==> config.mk <==
export PLATFORM = sky130hd
export DESIGN_NAME = lcd_twowire_slave
export DESIGN_NICKNAME = d
export VERILOG_FILES = /design/src/logic/lcd_twowire_pkg.sv /design/src/logic/lcd_twowire_slave.sv /design/src/logic/word_buffer.sv
export VERILOG_INCLUDE_DIRS = /design/src /design/src/logic
export SDC_FILE = /design/constraint.sdc
export NUM_CORES = 1
export LEC_CHECK = 0
export BUFFER_PORTS_ARGS = -buffer_cell sky130_fd_sc_hd__buf_2
export CAP_MARGIN = 10
export CORE_MARGIN = 1
export CORE_UTILIZATION = 57
export DETAILED_ROUTE_END_ITERATION = 10
export GPL_ROUTABILITY_DRIVEN = 0
export PLACE_DENSITY_LB_ADDON = 0.12
export SYNTH_ARGS = -nofsm -noshare
export SYNTH_HDL_FRONTEND = slang
export SYNTH_SLANG_ARGS = --single-unit
==> constraint.sdc <==
create_clock -name CLK_SYS -period 3.52 [get_ports CLK_SYS]
set_input_delay 0.176 -clock CLK_SYS [delete_from_list [all_inputs] [get_ports CLK_SYS]]
set_output_delay 0.176 -clock CLK_SYS [all_outputs]
set_load 0.01 [all_outputs]
==> src/logic/lcd_twowire_params.svh <==
// constants for the two-wire display slave port
`ifndef LCD_TWOWIRE_PARAMS_SVH
`define LCD_TWOWIRE_PARAMS_SVH
`define ADDR_HI_BITS     5'h0F
`define BLANK_CHAR       8'h20
`define RAM_DEPTH        80
`define RAM_AW           7
`define RAM_LAST         7'h4F
`define FN_SET_MASK      8'hE0
`define FN_SET_CODE      8'h20
`define FN_DL_BIT        4
`define FN_N_BIT         3
`define FN_F_BIT         2
`define DISP_MASK        8'hF8
`define DISP_CODE        8'h08
`define ENTRY_MASK       8'hFC
`define ENTRY_CODE       8'h04
`define DDADDR_BIT       7
`define CLEAR_CODE       8'h01
`define HOME_MASK        8'hFE
`define HOME_CODE        8'h02
`define CTRL_CONT_BIT    7
`define CTRL_SEL_BIT     6
`define BIT_LAST         3'h7
`define DISP_D_BIT       2
`define DISP_C_BIT       1
`define DISP_B_BIT       0
`define ENTRY_ID_BIT     1
`define ENTRY_S_BIT      0
// 8-bit bus, one line, 5x8, all off, increment, no shift
`define CFG_RESET        8'h82
`endif

==> src/logic/lcd_twowire_pkg.sv <==
// types shared by the two-wire display slave port
package lcd_twowire_pkg;
   typedef struct packed {
      logic       bus_width_bit;
      logic       two_line;
      logic       font_tall;
      logic       display_on;
      logic       cursor_on;
      logic       blink_on;
      logic       entry_inc;
      logic       entry_shift;
   } cfg_t;
   typedef struct packed {
      logic       cmd_data_select;
      logic [7:0] data;
   } word_t;
   typedef enum logic [2:0] {
      ST_IDLE, ST_ADDR, ST_CTRL, ST_DATA, ST_IGNORE
   } phase_t;
endpackage

==> src/logic/lcd_twowire_slave.sv <==
// two-wire write-only slave port of a character display controller
//
// Contract
// RL1: host sets bus width bit to one
// RL2: host keeps data stable while clock high
// RL3: data fall with clock high starts transfer
// RL4: data rise with clock high ends transfer
// RL5: host starts only when bus idle
// RL6: eight data bits then acknowledge slot
// RL7: acknowledge every byte by pulling data low
// RL8: on master nack release data line
// RL9: answer only addresses 0111100 to 0111111
// RL10: two low address bits from straps
// RL11: matching slaves ack; others ignore transfer
// RL12: parse control byte then data byte
// RL13: cleared continuation bit means data until stop
// RL14: select one writes ram, pointer steps
// RL15: select zero decodes bytes as instructions
// RL16: host ends each transmission with stop
// RL17: power-on init runs, busy held high
// RL18: init fills display ram with 20H
// RL19: init sets eight-bit, one line, 5x8
// RL20: init clears display, cursor and blink
// RL21: init sets increment, no display shift
// RL22: host initializes if internal reset fails
// RL23: bus width bit selects eight or four bits
// RL24: ram write steps pointer by entry direction
// RL25: data line only driven low, open drain
`include "lcd_twowire_params.svh"
`timescale 1ns/1ps
`default_nettype none
module lcd_twowire_slave
   import lcd_twowire_pkg::*;
#(
   parameter int RAM_WORDS = `RAM_DEPTH
) (
   input  wire logic       CLK_SYS,
   input  wire logic       SYS_RST,
   input  wire logic       SCL_IN,
   input  wire logic       SDA_IN,
   output logic            SDA_OUT,
   output logic            SDA_OE_N,
   input  wire logic       ADDR_STRAP_LO,
   input  wire logic       ADDR_STRAP_HI,
   output logic            BUSY_INDICATION,
   output logic            BUS_WIDTH_BIT,
   output logic            TWO_LINE,
   output logic            FONT_TALL,
   output logic            DISPLAY_ON,
   output logic            CURSOR_ON,
   output logic            BLINK_ON,
   output logic            ENTRY_INC,
   output logic            ENTRY_SHIFT,
   output logic [`RAM_AW-1:0] RAM_POINTER,
   input  wire logic [`RAM_AW-1:0] RAM_RD_ADDR,
   output logic [7:0]      RAM_RD_DATA
);
   // -------------------------------------------------------------
   // helpers
   // -------------------------------------------------------------
   // step the pointer, wrapping inside the ram
   function automatic logic [`RAM_AW-1:0] step_ptr(input logic [`RAM_AW-1:0] p, input logic inc);
      if (inc) begin
         step_ptr = (p == `RAM_LAST) ? '0 : p + 1'b1;
      end else begin
         step_ptr = (p == '0) ? `RAM_LAST : p - 1'b1;
      end
   endfunction

   // -------------------------------------------------------------
   // line sampling and bus conditions
   // -------------------------------------------------------------
   logic scl_d;
   logic sda_d;
   logic scl_rise;
   logic scl_fall;
   logic start_cond;
   logic stop_cond;

   always_ff @(posedge CLK_SYS) begin
      if (SYS_RST) begin
         scl_d <= 1'b1;
         sda_d <= 1'b1;
      end else begin
         scl_d <= SCL_IN;
         sda_d <= SDA_IN;
      end
   end

   // edges and control conditions
   always_comb begin
      scl_rise   = SCL_IN && !scl_d;
      scl_fall   = !SCL_IN && scl_d;
      start_cond = SCL_IN && scl_d && sda_d && !SDA_IN; // [RL3]
      stop_cond  = SCL_IN && scl_d && !sda_d && SDA_IN; // [RL4]
   end

   // -------------------------------------------------------------
   // byte receiver
   // -------------------------------------------------------------
   phase_t     phase;
   phase_t     next_phase;
   logic [2:0] bit_cnt;
   logic [2:0] next_bit_cnt;
   logic [7:0] shreg;
   logic [7:0] next_shreg;
   logic       ack_slot;
   logic       next_ack_slot;
   logic       bit_seen;
   logic       next_bit_seen;
   logic       ack_drive;
   logic       next_ack_drive;
   logic       sel;
   logic       next_sel;
   logic       push_valid;
   logic       next_push_valid;
   word_t      push_word;
   word_t      next_push_word;
   logic       buf_in_ready;
   logic [6:0] own_addr;

   assign own_addr = {`ADDR_HI_BITS, ADDR_STRAP_HI, ADDR_STRAP_LO}; // [RL9] [RL10]

   // phase sequencing, shifting and acknowledge control
   always_comb begin
      next_phase      = phase;
      next_bit_cnt    = bit_cnt;
      next_shreg      = shreg;
      next_ack_slot   = ack_slot;
      next_bit_seen   = bit_seen;
      next_ack_drive  = ack_drive;
      next_sel        = sel;
      next_push_valid = push_valid && !buf_in_ready;
      next_push_word  = push_word;
      if (start_cond) begin
         next_phase     = ST_ADDR; // [RL3]
         next_bit_cnt   = '0;
         next_bit_seen  = 1'b0; // the start's own clock fall carries no bit
         next_ack_slot  = 1'b0;
         next_ack_drive = 1'b0;
      end else if (stop_cond) begin
         next_phase     = ST_IDLE; // [RL4]
         next_ack_slot  = 1'b0;
         next_ack_drive = 1'b0;
      end else if (phase != ST_IDLE && phase != ST_IGNORE) begin
         if (scl_rise && !ack_slot) begin
            next_shreg    = {shreg[6:0], SDA_IN};
            next_bit_seen = 1'b1;
         end
         // count a fall only when a rise carried a bit before it
         if (scl_fall && !ack_slot && bit_seen) begin
            next_bit_seen = 1'b0; // [RL6]
            if (bit_cnt == `BIT_LAST) begin
               next_ack_slot = 1'b1; // [RL6]
               next_bit_cnt  = '0;
               unique case (phase)
                  ST_ADDR: begin
                     // only write addresses that match are answered
                     if (shreg[7:1] == own_addr && !shreg[0]) begin
                        next_ack_drive = 1'b1; // [RL7] [RL11]
                        next_phase     = ST_CTRL;
                     end else begin
                        next_phase = ST_IGNORE; // [RL11]
                     end
                  end
                  ST_CTRL: begin
                     next_ack_drive = 1'b1; // [RL7] [RL12]
                     next_sel       = shreg[`CTRL_SEL_BIT];
                     next_phase     = ST_DATA; // [RL13]
                  end
                  ST_DATA: begin
                     next_ack_drive  = 1'b1; // [RL7]
                     next_push_valid = 1'b1;
                     next_push_word  = '{cmd_data_select: sel, data: shreg};
                  end
                  default: begin
                     next_phase = ST_IGNORE;
                  end
               endcase
            end else begin
               next_bit_cnt = bit_cnt + 1'b1;
            end
         end else if (scl_fall && ack_slot) begin
            // release after the acknowledge pulse
            next_ack_slot  = 1'b0;
            next_ack_drive = 1'b0; // [RL8]
         end
      end
   end

   // continuation tracking: after a continued control byte one data byte follows
   logic cont;
   logic next_cont;
   always_comb begin
      next_cont = cont;
      if (start_cond) begin
         next_cont = 1'b0;
      end else if (phase == ST_CTRL && scl_fall && !ack_slot && bit_cnt == `BIT_LAST) begin
         next_cont = shreg[`CTRL_CONT_BIT];
      end
   end

   phase_t phase_fix;
   always_comb begin
      phase_fix = next_phase;
      // a continued command word returns to a control byte after its data byte
      if (phase == ST_DATA && cont && scl_fall && !ack_slot && bit_cnt == `BIT_LAST) begin
         phase_fix = ST_CTRL; // [RL12]
      end
   end

   always_ff @(posedge CLK_SYS) begin
      if (SYS_RST) begin
         phase      <= ST_IDLE;
         bit_cnt    <= '0;
         shreg      <= '0;
         ack_slot   <= 1'b0;
         bit_seen   <= 1'b0;
         ack_drive  <= 1'b0;
         sel        <= 1'b0;
         push_valid <= 1'b0;
         push_word  <= '0;
         cont       <= 1'b0;
      end else begin
         phase      <= phase_fix;
         bit_cnt    <= next_bit_cnt;
         shreg      <= next_shreg;
         ack_slot   <= next_ack_slot;
         bit_seen   <= next_bit_seen;
         ack_drive  <= next_ack_drive;
         sel        <= next_sel;
         push_valid <= next_push_valid;
         push_word  <= next_push_word;
         cont       <= next_cont;
      end
   end

   // open drain: output held low, enable low only while acknowledging
   always_ff @(posedge CLK_SYS) begin
      if (SYS_RST) begin
         SDA_OUT  <= 1'b0;
         SDA_OE_N <= 1'b1;
      end else begin
         SDA_OUT  <= 1'b0;               // [RL25]
         SDA_OE_N <= ~next_ack_drive;    // [RL7] [RL25]
      end
   end

   // -------------------------------------------------------------
   // word buffer between receiver and executor
   // -------------------------------------------------------------
   logic  exec_valid;
   logic  exec_ready;
   word_t exec_word;

   word_buffer #(.DEPTH(2)) u_buf (
      .clk       (CLK_SYS),
      .rst       (SYS_RST),
      .in_valid  (push_valid),
      .in_ready  (buf_in_ready),
      .in_word   (push_word),
      .out_valid (exec_valid),
      .out_ready (exec_ready),
      .out_word  (exec_word)
   );

   // -------------------------------------------------------------
   // executor: init, instructions, ram writes
   // -------------------------------------------------------------
   logic [7:0]         ram [RAM_WORDS];
   cfg_t               cfg;
   cfg_t               next_cfg;
   logic [`RAM_AW-1:0] ptr;
   logic [`RAM_AW-1:0] next_ptr;
   logic               busy;
   logic               next_busy;
   logic [`RAM_AW-1:0] fill;
   logic [`RAM_AW-1:0] next_fill;
   logic               ram_we;
   logic [`RAM_AW-1:0] ram_wa;
   logic [7:0]         ram_wd;
   logic [7:0]         d;

   assign exec_ready = !busy;

   // instruction decode and fill sequencing
   always_comb begin
      next_cfg  = cfg;
      next_ptr  = ptr;
      next_busy = busy;
      next_fill = fill;
      ram_we    = 1'b0;
      ram_wa    = ptr;
      ram_wd    = `BLANK_CHAR;
      d         = exec_word.data;
      if (busy) begin
         ram_we = 1'b1; // [RL17] [RL18]
         ram_wa = fill;
         if (fill == `RAM_LAST) begin
            next_busy = 1'b0;
            next_fill = '0;
            next_ptr  = '0;
         end else begin
            next_fill = fill + 1'b1;
         end
      end else if (exec_valid) begin
         if (exec_word.cmd_data_select) begin
            ram_we   = 1'b1; // [RL14]
            ram_wd   = d;
            next_ptr = step_ptr(ptr, cfg.entry_inc); // [RL24]
         end else if (d[`DDADDR_BIT]) begin
            next_ptr = (d[`RAM_AW-1:0] > `RAM_LAST) ? '0 : d[`RAM_AW-1:0]; // [RL15]
         end else if ((d & `FN_SET_MASK) == `FN_SET_CODE) begin
            next_cfg.bus_width_bit = d[`FN_DL_BIT]; // [RL15] [RL23]
            next_cfg.two_line      = d[`FN_N_BIT];
            next_cfg.font_tall     = d[`FN_F_BIT];
         end else if ((d & `DISP_MASK) == `DISP_CODE) begin
            next_cfg.display_on = d[`DISP_D_BIT]; // [RL15]
            next_cfg.cursor_on  = d[`DISP_C_BIT];
            next_cfg.blink_on   = d[`DISP_B_BIT];
         end else if ((d & `ENTRY_MASK) == `ENTRY_CODE) begin
            next_cfg.entry_inc   = d[`ENTRY_ID_BIT]; // [RL15]
            next_cfg.entry_shift = d[`ENTRY_S_BIT];
         end else if ((d & `HOME_MASK) == `HOME_CODE) begin
            next_ptr = '0;
         end else if (d == `CLEAR_CODE) begin
            next_busy = 1'b1; // clear reuses the blank fill
            next_fill = '0;
         end
      end
   end

   always_ff @(posedge CLK_SYS) begin
      if (SYS_RST) begin
         busy <= 1'b1; // [RL17]
         fill <= '0;
         ptr  <= '0;
         // 8-bit bus, one line, 5x8, all off, increment, no shift
         cfg  <= `CFG_RESET; // [RL19] [RL20] [RL21]
      end else begin
         busy <= next_busy;
         fill <= next_fill;
         ptr  <= next_ptr;
         cfg  <= next_cfg;
      end
      if (ram_we) begin
         ram[ram_wa] <= ram_wd;
      end
   end

   // registered status outputs
   always_ff @(posedge CLK_SYS) begin
      if (SYS_RST) begin
         BUSY_INDICATION <= 1'b1;
         {BUS_WIDTH_BIT, TWO_LINE, FONT_TALL, DISPLAY_ON, CURSOR_ON, BLINK_ON, ENTRY_INC, ENTRY_SHIFT} <= `CFG_RESET;
         RAM_POINTER     <= '0;
         RAM_RD_DATA     <= 8'h00;
      end else begin
         BUSY_INDICATION <= next_busy;
         {BUS_WIDTH_BIT, TWO_LINE, FONT_TALL, DISPLAY_ON, CURSOR_ON, BLINK_ON, ENTRY_INC, ENTRY_SHIFT} <= next_cfg;
         RAM_POINTER     <= next_ptr;
         RAM_RD_DATA     <= (RAM_RD_ADDR > `RAM_LAST) ? 8'h00 : ram[RAM_RD_ADDR];
      end
   end
endmodule
`default_nettype wire

==> src/logic/word_buffer.sv <==
// two-entry valid/ready buffer for received words
`timescale 1ns/1ps
`default_nettype none
module word_buffer
   import lcd_twowire_pkg::*;
#(
   parameter int DEPTH = 2
) (
   input  wire logic  clk,
   input  wire logic  rst,
   input  wire logic  in_valid,
   output logic       in_ready,
   input  wire word_t in_word,
   output logic       out_valid,
   input  wire logic  out_ready,
   output word_t      out_word
);
   word_t      mem [DEPTH];
   logic [1:0] count;
   logic       wr_ptr;
   logic       rd_ptr;
   logic [1:0] next_count;
   logic       next_wr_ptr;
   logic       next_rd_ptr;
   logic       push;
   logic       pop;

   // handshake and pointer update
   always_comb begin
      push        = in_valid && in_ready;
      pop         = out_valid && out_ready;
      next_wr_ptr = push ? ~wr_ptr : wr_ptr;
      next_rd_ptr = pop ? ~rd_ptr : rd_ptr;
      next_count  = count + 2'(push) - 2'(pop);
   end

   assign in_ready  = (count != 2'(DEPTH));
   assign out_valid = (count != 2'h0);
   assign out_word  = mem[rd_ptr];

   // storage and pointers
   always_ff @(posedge clk) begin
      if (rst) begin
         count  <= 2'h0;
         wr_ptr <= 1'b0;
         rd_ptr <= 1'b0;
      end else begin
         count  <= next_count;
         wr_ptr <= next_wr_ptr;
         rd_ptr <= next_rd_ptr;
      end
      if (push) begin
         mem[wr_ptr] <= in_word;
      end
   end
endmodule
`default_nettype wire

==> results of run 1 <==
## metal layers
metal / wire length (um) / part of all wire (%)
met1: 26900 / 43
met2: 30300 / 49
met3: 3910 / 6.3
met4: 1200 / 1.9
met5: 0 / 0
## cell usage after synthesis, types with 3 or more instances
library cell / instances / share of area [%]
or4b_2: 3 / 0.10
clkbuf_1: 36 / 0.47
xnor2_1: 10 / 0.30
o31ai_1: 8 / 0.21
a311oi_1: 4 / 0.12
o21ai_0: 26 / 0.45
inv_1: 29 / 0.38
nor3b_1: 5 / 0.13
nand2b_1: 25 / 0.54
nand4_1: 3 / 0.065
nand3b_1: 11 / 0.29
buf_2: 25 / 0.43
or3_1: 5 / 0.11
xor2_1: 6 / 0.18
nor3_1: 9 / 0.16
buf_1: 10 / 0.13
nor2_1: 143 / 1.9
edfxtp_1: 658 / 68
or2_2: 7 / 0.15
ha_1: 7 / 0.30
a22o_1: 8 / 0.24
mux4_2: 154 / 12
buf_4: 13 / 0.34
nand2_1: 60 / 0.78
a22oi_1: 16 / 0.42
dfxtp_1: 68 / 4.7
nand3_1: 48 / 0.83
nor2b_1: 17 / 0.37
mux2_2: 18 / 0.70
a221oi_1: 9 / 0.27
a21oi_1: 45 / 0.78
o22ai_1: 14 / 0.30
buf_6: 3 / 0.12
a211o_1: 4 / 0.12
a211oi_1: 12 / 0.31
a31oi_1: 9 / 0.19
mux2i_1: 56 / 1.9
## worst reg2reg max path, stage by stage, from the launching register on
cell and delay, ns:
dfxtp_1 0.62, buf_4 0.28, or3b_1 0.39, a222oi_1 0.54
nand3_1 0.14, a211o_1 0.46, a311oi_1 0.25, a211oi_1 0.08
## cell type report
class	count	area (um2)	area share, %
clock inverter	31	244	0.746
tap	672	841	2.57
timing repair buffer	131	1030	3.15
inverter	29	109	0.333
multi-input combinational	776	7330	22.4
sequential	726	21100	64.6
clock buffer	99	2030	6.20
## registers in the layout (all words and copies together) (netlist names), 2 cells and up, named ones only
register	count
shreg	8
RAM_RD_DATA	8
u_buf.mem	18
push_word	9
RAM_POINTER	7
ram	640
phase	3
u_buf.count	2
fill	7
bit_cnt	3
## through the flow
step	TNS [ns]	hold slack [ns]	util, %	setup slack, ns	total power, mW
after floorplan	-44.44	0.283	-	-0.0953	9.88
after global placement	0	0.418	60.7	0.728	10.0
after detailed placement	0	0.427	60.7	0.641	10.1
after CTS	0	0.0130	65.3	0.625	17.4
after global routing	0	0.0403	65.3	0.298	17.7
final	0	0.0518	65.3	0.596	17.3
## power breakdown
part	total, mW	switching (mW)	internal, mW
Sequential	9.33	0.0227	9.30
Combinational	0.542	0.319	0.223
Clock	7.41	3.10	4.31
Total	17.3	3.44	13.8
## cell families (layout without fill, tap and decap cells)
| group | Yosys count | in the layout | share of synthesized area (%) |
|---|---|---|---|
| buffers and inverters | 116 | 290 | 1.86 |
| DFF | 726 | 726 | 73.0 |
| AOI/OAI and AO/OA | 172 | 172 | 3.90 |
| other | 1 | 1 | 0.0130 |
| xor gates and xnor gates | 16 | 16 | 0.484 |
| adders and majority gates | 7 | 7 | 0.303 |
| and+or+nand+nor | 352 | 352 | 5.82 |
| muxes | 228 | 228 | 14.6 |
## path summary, 6_finish.rpt
| check | depth (start not counted) | startpoint | endpoint |
|---|---|---|---|
| max | 7 | flop | RAM_POINTER[6] |
| min | 2 | RAM_RD_ADDR[6] | RAM_RD_DATA[0] |
| max reg2reg | 7 | flop | RAM_POINTER[6] |
| min reg2reg | 0 | push_word[2] | u_buf.mem[0][2] |
## timing repair
action / CTS / global route
endpoints found under the hold margin: 4 / 0
resized for setup: 0 / 0
hold buffers: 2 / 0
==> metrics.md, run 1 <==
| Metric | Value |
|---|---|
| M1 GR Usage | 37.2% |
| Post-layout net count | 1755 |
| WP buf/inv | 1 |
| Area after DPL | 0.0304 mm2 |
| Share of post-route cells with drive strength above 1 | around a quarter |
| CP top delay family | compound AO/OA/AOI/OAI gates |
| Routed length per instance | 25.3 um |
| Fmax | approximately 0.34 GHz |
| Final Hold Vio Count | 0 |
| Post-route minimum period | 2.92 ns |
| Post-route cell area | 0.0327 mm2 |
| Fin. max-slew vios | 0 |
| Slew HR | 26.7% |
| Synthesis Warnings | 0 |
| Largest net degree at the start of global routing | 81 |
| # IOs | 39 |
| Area of the core | 0.0501 mm2 |
| Worst stage delay on the critical path | 0.62 ns |
| Mapped Avg Cell Area | ~18 um2 |
| Number of global-route vias before repair | 15122 |
| RSZ-0062 raised after global routing | no |
| Worst-case clock buffer depth | 3 |
| WL final | 62.3 mm |
| Synthesized cell area | 0.0289 mm2 |
| Synthesized flop and latch total | around 730 |
| Starting Density | 57.8% |
| # DRC | 0 |
| Setup-failing EPs final | 0 |
| Status | completed |
| Sequential fraction of the synthesis area | 73.0% |
| Site row count | 82 |
| Crit-path slowest cell | dfxtp_1 |
| Lkg Pwr | between 10 and 15 nW |
| Vias | about 15000 |
| Dpl hpwl | 38.2 mm |
| Post-synth ARST share | 0% |
| Die Wd | 227 um |
| Area grow syn2layout | 13.0% |
| CTS buffer count | 71 |
| Gr ovfl total | 0 |
| Die height | 227 um |
| Port Buffer Count | 37 |
| PD cells | about 530 mW/mm2 |
| Setup crit end kind | flop |
| Hold/Removal Path Class | in -> reg |
| Post-CTS setup buffers | 0 |
| M3 GR Usage | 4.35% |
| Vias per std cell | a little over 6 |
| Tcrit/Tclk final | 83.1% |
| Max-Cap Viols | 0 |
| DR pass1 iterations | 5 |
| Final ANT Viol Nets | 0 |
| CP required | around 4.0 ns |
| Antenna diode count | 0 |
| Worst reg-to-reg setup slack | about 0.60 ns |
| Most common cell after layout, fill and taps aside | edfxtp_1 |
| Final cell count without fillers | 2464 |
| Worst skew pair latency | 0.60 ns |
| CTS H-tree lvls | 3 |
| Dpl cells | 2332 |
| Unique masters post-synth | 61 |
| Worst path cell trace | buf_4, or3b_1, a222oi_1, nand3_1, a211o_1, a311oi_1, a211oi_1 |
| Fill cells | 3431 |
| Worst setup SP type | flop |
| CTS Root Cell | clkbuf_16 |
| WS Path Type | reg -> reg |
| Post-synthesis net count | between 1500 and 2000 |
| Most used DFF post-synth | edfxtp_1 |
| Met2 GRT Util | 39.9% |
| Worst path arrival time | 3.37 ns |
| Most frequent cells in the layout | edfxtp_1 (658), mux4_2 (154), nor2_1 (136), buf_4 (85), clkbuf_16 (75) |
| Reg clk slew, reported paths | 0.06 ns |
| Number of synthesized flops with an enable pin | between 600 and 700 |
| GR Util All Layers | 25.3% |
| DRT iter0 DRCs | 1510 |
| TritonCTS Sinks | 726 |
| Cells after synthesis | approximately 1600 |
| Full die area | about 0.052 mm2 |
| Worst slew pin tran | roughly 1.1 ns |
| First-pass GRT wire length | roughly 96 mm |
| Initial antenna violation count | 1 |
| Most Crowded Layer GR | met2 |
| Setup Skew | about 0.02 ns |
| CTS tree | done |
| Crit path max fanout | 14 |
| Peak VDD IR | 0.000420 V |
(Power assumes the default switching activity.)
==> inputs of run 2 (changes only) <==
--- a/config.mk
+++ b/config.mk
@@ -9,7 +9,7 @@
 export BUFFER_PORTS_ARGS = -buffer_cell sky130_fd_sc_hd__buf_2
 export CAP_MARGIN = 10
 export CORE_MARGIN = 1
-export CORE_UTILIZATION = 57
+export CORE_UTILIZATION = 63
 export DETAILED_ROUTE_END_ITERATION = 10
 export GPL_ROUTABILITY_DRIVEN = 0
 export PLACE_DENSITY_LB_ADDON = 0.12
==> constraint.sdc (replaced) <==
create_clock -name CLK_SYS -period 3 [get_ports CLK_SYS]
set_input_delay 0.15 -clock CLK_SYS [delete_from_list [all_inputs] [get_ports CLK_SYS]]
set_output_delay 0.15 -clock CLK_SYS [all_outputs]
set_load 0.01 [all_outputs]
==> metrics.md, run 2 (synthesized netlist as in run 1, its figures left out) <==
| Metric | Value |
|---|---|
| Status | completed (unchanged) |
| Tcrit/Tclk final | 90.5% (was 83.1%) |
| Worst path arrival time | 3.01 ns (was 3.37 ns) |
| TritonCTS Sinks | 726 (unchanged) |
| Routed length per instance | 26.0 um (was 25.3 um) |
| WS Path Type | reg -> reg (unchanged) |
| Area of the core | 0.0454 mm2 (was 0.0501 mm2) |
| Setup Skew | 0.0243 ns (was 0.0201 ns) |
| Dpl hpwl | 39.0 mm (was 38.2 mm) |
| DR pass1 iterations | 6 (was 5) |
| Most Crowded Layer GR | met2 (unchanged) |
| WL final | 63.1 mm (was 62.3 mm) |
| Setup crit end kind | flop (unchanged) |
| Site row count | 78 (was 82) |
| Most frequent cells in the layout | edfxtp_1 (658), mux4_2 (154), nor2_1 (136), buf_4 (122), clkbuf_16 (76) (was edfxtp_1 (658), mux4_2 (154), nor2_1 (136), buf_4 (85), clkbuf_16 (75)) |
| Dpl cells | 2302 (was 2332) |
| Most common cell after layout, fill and taps aside | edfxtp_1 (unchanged) |
| Largest net degree at the start of global routing | 81 (unchanged) |
| Die height | 216 um (was 227 um) |
| PD cells | 619 mW/mm2 (was 528 mW/mm2) |
| Final Hold Vio Count | 0 (unchanged) |
| Worst reg-to-reg setup slack | 0.28 ns (was 0.60 ns) |
| Worst skew pair latency | 0.60 ns (about the same) |
| Full die area | 0.0468 mm2 (was 0.0517 mm2) |
| Lkg Pwr | 11.7 nW (was 11.6 nW) |
| Peak VDD IR | 0.000559 V (was 0.000420 V) |
| CP required | 3.30 ns (was 3.96 ns) |
| Antenna diode count | 0 (unchanged) |
| Post-route minimum period | 2.72 ns (was 2.92 ns) |
| Crit path max fanout | 10 (was 14) |
| Setup TNS | 0 ns (unchanged) |
| Area grow syn2layout | 14.1% (was 13.0%) |
| # DRC | 0 (unchanged) |
| First-pass GRT wire length | 95.2 mm (was 95.6 mm) |
| Fin util | 72.8% (was 65.3%) |
| Gr ovfl total | 0 (unchanged) |
| CTS Root Cell | clkbuf_16 (unchanged) |
| Vias per std cell | 6.35 (was 6.17) |
| Number of global-route vias before repair | 15695 (was 15122) |
| Vias | 15425 (was 15196) |
| Max-Cap Viols | 0 (unchanged) |
| Share of post-route cells with drive strength above 1 | 25.4% (was 23.3%) |
| Worst slew pin tran | 1.24 ns (was 1.09 ns) |
| Area after DPL | 0.0307 mm2 (was 0.0304 mm2) |
| M3 GR Usage | 5.71% (was 4.35%) |
| Met2 GRT Util | 44.5% (was 39.9%) |
| GR Util All Layers | 27.7% (was 25.3%) |
| Starting Density | 63.8% (was 57.8%) |
| Slew HR | 17.0% (was 26.7%) |
| CTS H-tree lvls | 3 (unchanged) |
| CTS buffer count | 72 (was 71) |
| DRT iter0 DRCs | 1377 (was 1510) |
| Worst-case clock buffer depth | 3 (unchanged) |
| Most flops, register | ram (unchanged) |
| Final ANT Viol Nets | 0 (unchanged) |
| Initial antenna violation count | 0 (was 1) |
| CTS tree | done (unchanged) |
| # IOs | 39 (unchanged) |
| Setup-failing EPs final | 0 (unchanged) |
| Regs by FF count | ram: 640 flops, u_buf.mem: 18 flops, push_word: 9 flops (unchanged) |
| Hold/Removal Path Class | in -> reg (unchanged) |
| Die Wd | 216 um (was 227 um) |
| Post-layout net count | 1798 (was 1755) |
| Post-CTS setup buffers | 0 (unchanged) |
| Post-route cell area | 0.0330 mm2 (was 0.0327 mm2) |
| Final cell count without fillers | 2430 (was 2464) |
| Port Buffer Count | 37 (unchanged) |
| Fmax | 0.368 GHz (was 0.342 GHz) |
| Fin. max-slew vios | 0 (unchanged) |
| RSZ-0062 raised after global routing | no (unchanged) |
| Worst setup SP type | flop (unchanged) |
| Reg clk slew, reported paths | 0.06 ns (about the same) |
| Max reg flops | 640 (unchanged) |
| M1 GR Usage | 38.0% (was 37.2%) |
[run 2: changes by cell type in the layout (fill, tap and decap cells not counted), sizes merged]
cell and delta:
bufinv +2, clkinv -1, buf +41, inv -2
clkbuf -5, clkinvlp +3
[run 2: per-layer routing]
layer	share of wire [%]	wire length [um]
met2	49	30900
met1	40	25500
met4	2.9	1860
met3	7.6	4790
met5	0	0
[run 2: layout make-up]
| type | instances | area [um2] |
|---|---|---|
| Clock inverter | 33 | 327 |
| Sequential cell | 726 | 21100 |
| Clock buffer | 93 | 2000 |
| Timing Repair Buffer | 173 | 1390 |
| Multi-Input combinational cell | 776 | 7330 |
| Inverter | 29 | 109 |
| Fill cell | 2694 | 12400 |
| Tap cell | 600 | 751 |
[run 2: critical path, stage by stage (launching register included)]
cell and delay (ns):
dfxtp_1 0.49, mux2i_1 0.15, or3_1 0.37, o22ai_1 0.29, nand2_1 0.57, nor2_1 0.33
buf_4 0.21
[run 2: path summary, 6_finish.rpt]
| path | startpoint | depth (start not counted) | to |
|---|---|---|---|
| setup / recovery | flop | 6 | ram[69][7] |
| setup reg to reg | flop | 6 | ram[69][7] |
| hold / removal | RAM_RD_ADDR[6] | 2 | RAM_RD_DATA[0] |
| hold reg to reg | push_word[4] | 0 | u_buf.mem[0][4] |
[run 2: power breakdown]
part,switching (mW),total [mW],leakage (nW),internal (mW)
logic,0.386,0.657,3.24,0.271
registers,0.0239,10.9,7.31,10.9
clock network,3.63,8.84,1.13,5.21
total,4.04,20.4,11.7,16.4
[run 2: stage by stage]
step / power (mW) / hold WS (ns) / worst slack, ns
floorplan: 11.6 / 0.257 / -0.615
global placement: 11.8 / 0.392 / 0.355
detailed placement: 11.8 / 0.402 / 0.277
CTS: 20.6 / 0.0514 / 0.284
global route: 21.0 / 0.0857 / 0.183
finish: 20.4 / 0.0849 / 0.285
[run 2: timing repair]
item / 4_1_cts / 5_1_grt
hold buffers: 2 / 0
hold endpoints to repair: 4 / 0
resized for setup: 0 / 0
setup endpoints to repair: 0 / 0
==> inputs of run 3 (changes only) <==
--- a/config.mk
+++ b/config.mk
@@ -9,10 +9,10 @@
 export BUFFER_PORTS_ARGS = -buffer_cell sky130_fd_sc_hd__buf_2
 export CAP_MARGIN = 10
 export CORE_MARGIN = 1
-export CORE_UTILIZATION = 63
+export CORE_UTILIZATION = 50
 export DETAILED_ROUTE_END_ITERATION = 10
-export GPL_ROUTABILITY_DRIVEN = 0
 export PLACE_DENSITY_LB_ADDON = 0.12
+export RECOVER_POWER = 100
 export SYNTH_ARGS = -nofsm -noshare
 export SYNTH_HDL_FRONTEND = slang
 export SYNTH_SLANG_ARGS = --single-unit
==> metrics.md, run 3 (synthesized netlist as in run 1, its figures left out) <==
| Metric | Value |
|---|---|
| Status | completed (unchanged) |
| Vias | 15333 (was 15425) |
| Post-route minimum period | 2.85 ns (was 2.72 ns) |
| Peak VDD IR | 0.000434 V (was 0.000559 V) |
| Largest net degree at the start of global routing | 81 (unchanged) |
| # DRC | 0 (unchanged) |
| Comb power frac | 3.2% (about the same) |
| Worst slew pin tran | 1.40 ns (was 1.24 ns) |
| Reg clk slew, reported paths | 0.06 ns (about the same) |
| Full die area | 0.0588 mm2 (was 0.0468 mm2) |
| Vias per std cell | 5.89 (was 6.35) |
| CP required | 3.23 ns (was 3.30 ns) |
| Worst skew pair latency | 0.61 ns (was 0.60 ns) |
| Worst stage delay on the critical path | 0.89 ns (was 0.57 ns) |
| CTS buffer count | 74 (was 72) |
| Tcrit/Tclk final | 94.9% (was 90.5%) |
| CTS Root Cell | clkbuf_16 (unchanged) |
| Gr ovfl total | 0 (unchanged) |
| Max-Cap Viols | 0 (unchanged) |
| # IOs | 39 (unchanged) |
| GR Util All Layers | 22.6% (was 27.7%) |
| CP top delay family | compound AO/OA/AOI/OAI gates (was simple AND/OR/NAND/NOR gates) |
| Dpl hpwl | 41.2 mm (was 39.0 mm) |
| Starting Density | 50.9% (was 63.8%) |
| Final Hold Vio Count | 0 (unchanged) |
| Sw power | 4.22 mW (was 4.04 mW) |
| Port Buffer Count | 37 (unchanged) |
| Most frequent cells in the layout | edfxtp_1 (658), mux4_2 (154), nor2_1 (140), clkbuf_1 (79), clkbuf_16 (76) (was edfxtp_1 (658), mux4_2 (154), nor2_1 (136), buf_4 (122), clkbuf_16 (76)) |
| CTS H-tree lvls | 3 (unchanged) |
| Seq pwr share | 52.0% (was 53.5%) |
| Die height | 243 um (was 216 um) |
| Fill cells | 4338 (was 2694) |
| Most flops, register | ram (unchanged) |
| First-pass GRT wire length | 98.6 mm (was 95.2 mm) |
| Slew HR | 6.65% (was 17.0%) |
| TritonCTS Sinks | 726 (unchanged) |
| Post-CTS setup buffers | 0 (unchanged) |
| Regs by FF count | ram: 640 flops, u_buf.mem: 18 flops, push_word: 9 flops (unchanged) |
| Setup TNS | 0 ns (unchanged) |
| Die Wd | 243 um (was 216 um) |
| WP buf/inv | 1 (unchanged) |
| WS Path Type | reg -> reg (unchanged) |
| DRT iter0 DRCs | 1279 (was 1377) |
| Initial antenna violation count | 0 (unchanged) |
| Routed length per instance | 25.1 um (was 26.0 um) |
| Pint | 16.8 mW (was 16.4 mW) |
| Antenna diode count | 0 (unchanged) |
| Setup crit end kind | flop (unchanged) |
| Final ANT Viol Nets | 0 (unchanged) |
| Clock share of power | 44.8% (was 43.3%) |
| Worst path cell trace | o31ai_1, nand2_1, nor2_1, clkbuf_1 (was mux2i_1, or3_1, o22ai_1, nand2_1, nor2_1, buf_4) |
| PD cells | 635 mW/mm2 (was 619 mW/mm2) |
| Most common cell after layout, fill and taps aside | edfxtp_1 (unchanged) |
| Worst setup SP type | flop (unchanged) |
| Setup Skew | 0.0232 ns (was 0.0243 ns) |
| FF/Latch Area | 0.0211 mm2 (unchanged) |
| Crit path max fanout | 11 (was 10) |
| Worst-case clock buffer depth | 3 (unchanged) |
| WL final | 65.4 mm (was 63.1 mm) |
| RSZ-0062 raised after global routing | no (unchanged) |
| Fmax | 0.351 GHz (was 0.368 GHz) |
| Share of post-route cells with drive strength above 1 | 22.6% (was 25.4%) |
| Setup-failing EPs final | 0 (unchanged) |
| Net Sw Frac | 20.1% (was 19.8%) |
| Final hold slack | 0.0703 ns (was 0.0849 ns) |
| GPL Wtd Cong | 0.834 |
| Number of global-route vias before repair | 15490 (was 15695) |
| Post-layout net count | 1805 (was 1798) |
| Area of the multi-input gates | 0.00730 mm2 (was 0.00733 mm2) |
| CTS tree | done (unchanged) |
| Area of the core | 0.0568 mm2 (was 0.0454 mm2) |
| Site row count | 87 (was 78) |
| Hold/Removal Path Class | in -> reg (unchanged) |
| Max reg flops | 640 (unchanged) |
| Lkg Pwr | 11.5 nW (was 11.7 nW) |
| Worst path arrival time | 3.08 ns (was 3.01 ns) |
| DR pass1 iterations | 5 (was 6) |
| Crit-path slowest cell | o31ai_1 (was nand2_1) |
| Fin. max-slew vios | 0 (unchanged) |
| Area grow syn2layout | 14.4% (was 14.1%) |
-- run 3: changes by cell type in the layout (fill, tap and decap cells not counted), sizes merged --
cell	delta
clkbuf	+98
clkinv	+2
buf	-90
dlygate4sd3	+1
inv	+1
bufinv	+4
-- run 3: through the flow --
step / worst slack, ns / util (%) / total power, mW / area, um2 / cells
after floorplan: -0.615 / - / 11.6 / 28900 / 1618
after detailed placement: 0.139 / 54.3 / 11.8 / 30900 / 2461
final: 0.154 / 58.2 / 21.0 / 33100 / 2602
after CTS: 0.127 / 58.8 / 21.2 / 33400 / 2601
after global routing: 0.132 / 58.2 / 21.6 / 33100 / 2602
after global placement: 0.174 / 54.3 / 11.8 / 30900 / 2461
-- run 3: repair_timing --
action / in CTS / in global routing
setup endpoints to repair: 0 / 53
hold buffers: 3 / 0
gates resized for setup: 0 / 1
hold endpoints to repair: 7 / 0
-- run 3: final cells by class --
type | count | share of cell area, %
clock buffers | 97 | 6.08
multi-input cells | 776 | 22.1
well taps | 756 | 2.86
inverters | 29 | 0.329
repair buffers | 178 | 3.34
clock inverters | 40 | 1.51
flip-flops and latches | 726 | 63.8
-- run 3: power by group through the flow --
| stage | registers [mW] | logic, mW | clock network (mW) |
|---|---|---|---|
| floorplan | 11.1 | 0.441 | 0 |
| global placement | 11.1 | 0.673 | 0 |
| detailed placement | 11.1 | 0.673 | 0 |
| CTS | 10.9 | 0.678 | 9.62 |
| global route | 10.9 | 0.702 | 9.98 |
| finish | 10.9 | 0.662 | 9.42 |
-- run 3: worst register-to-register path: stages, from the launching register on --
cell and delay [ns]:
dfxtp_1 0.44, o31ai_1 0.89, nand2_1 0.46, nor2_1 0.20, clkbuf_1 0.49
-- run 3: final timing paths --
| check | from | end | slack [ns] | cells after the start |
|---|---|---|---|---|
| min reg2reg | push_word[5] | u_buf.mem[1][5] | 0.45 | 0 |
| max | RAM_POINTER[4] | ram[44][0] | 0.15 | 4 |
| max reg2reg | RAM_POINTER[4] | ram[44][0] | 0.15 | 4 |
| min | RAM_RD_ADDR[5] | RAM_RD_DATA[7] | 0.07 | 3 |
-- run 3: metal layers --
metal,up-vias,share of wire (%),GRT usage [%]
met5,-,0,0
met4,0,2.8,7.95
met3,114,5.8,3.12
met2,518,47,35.3
met1,7899,44,32.9
li1,6802,-,-
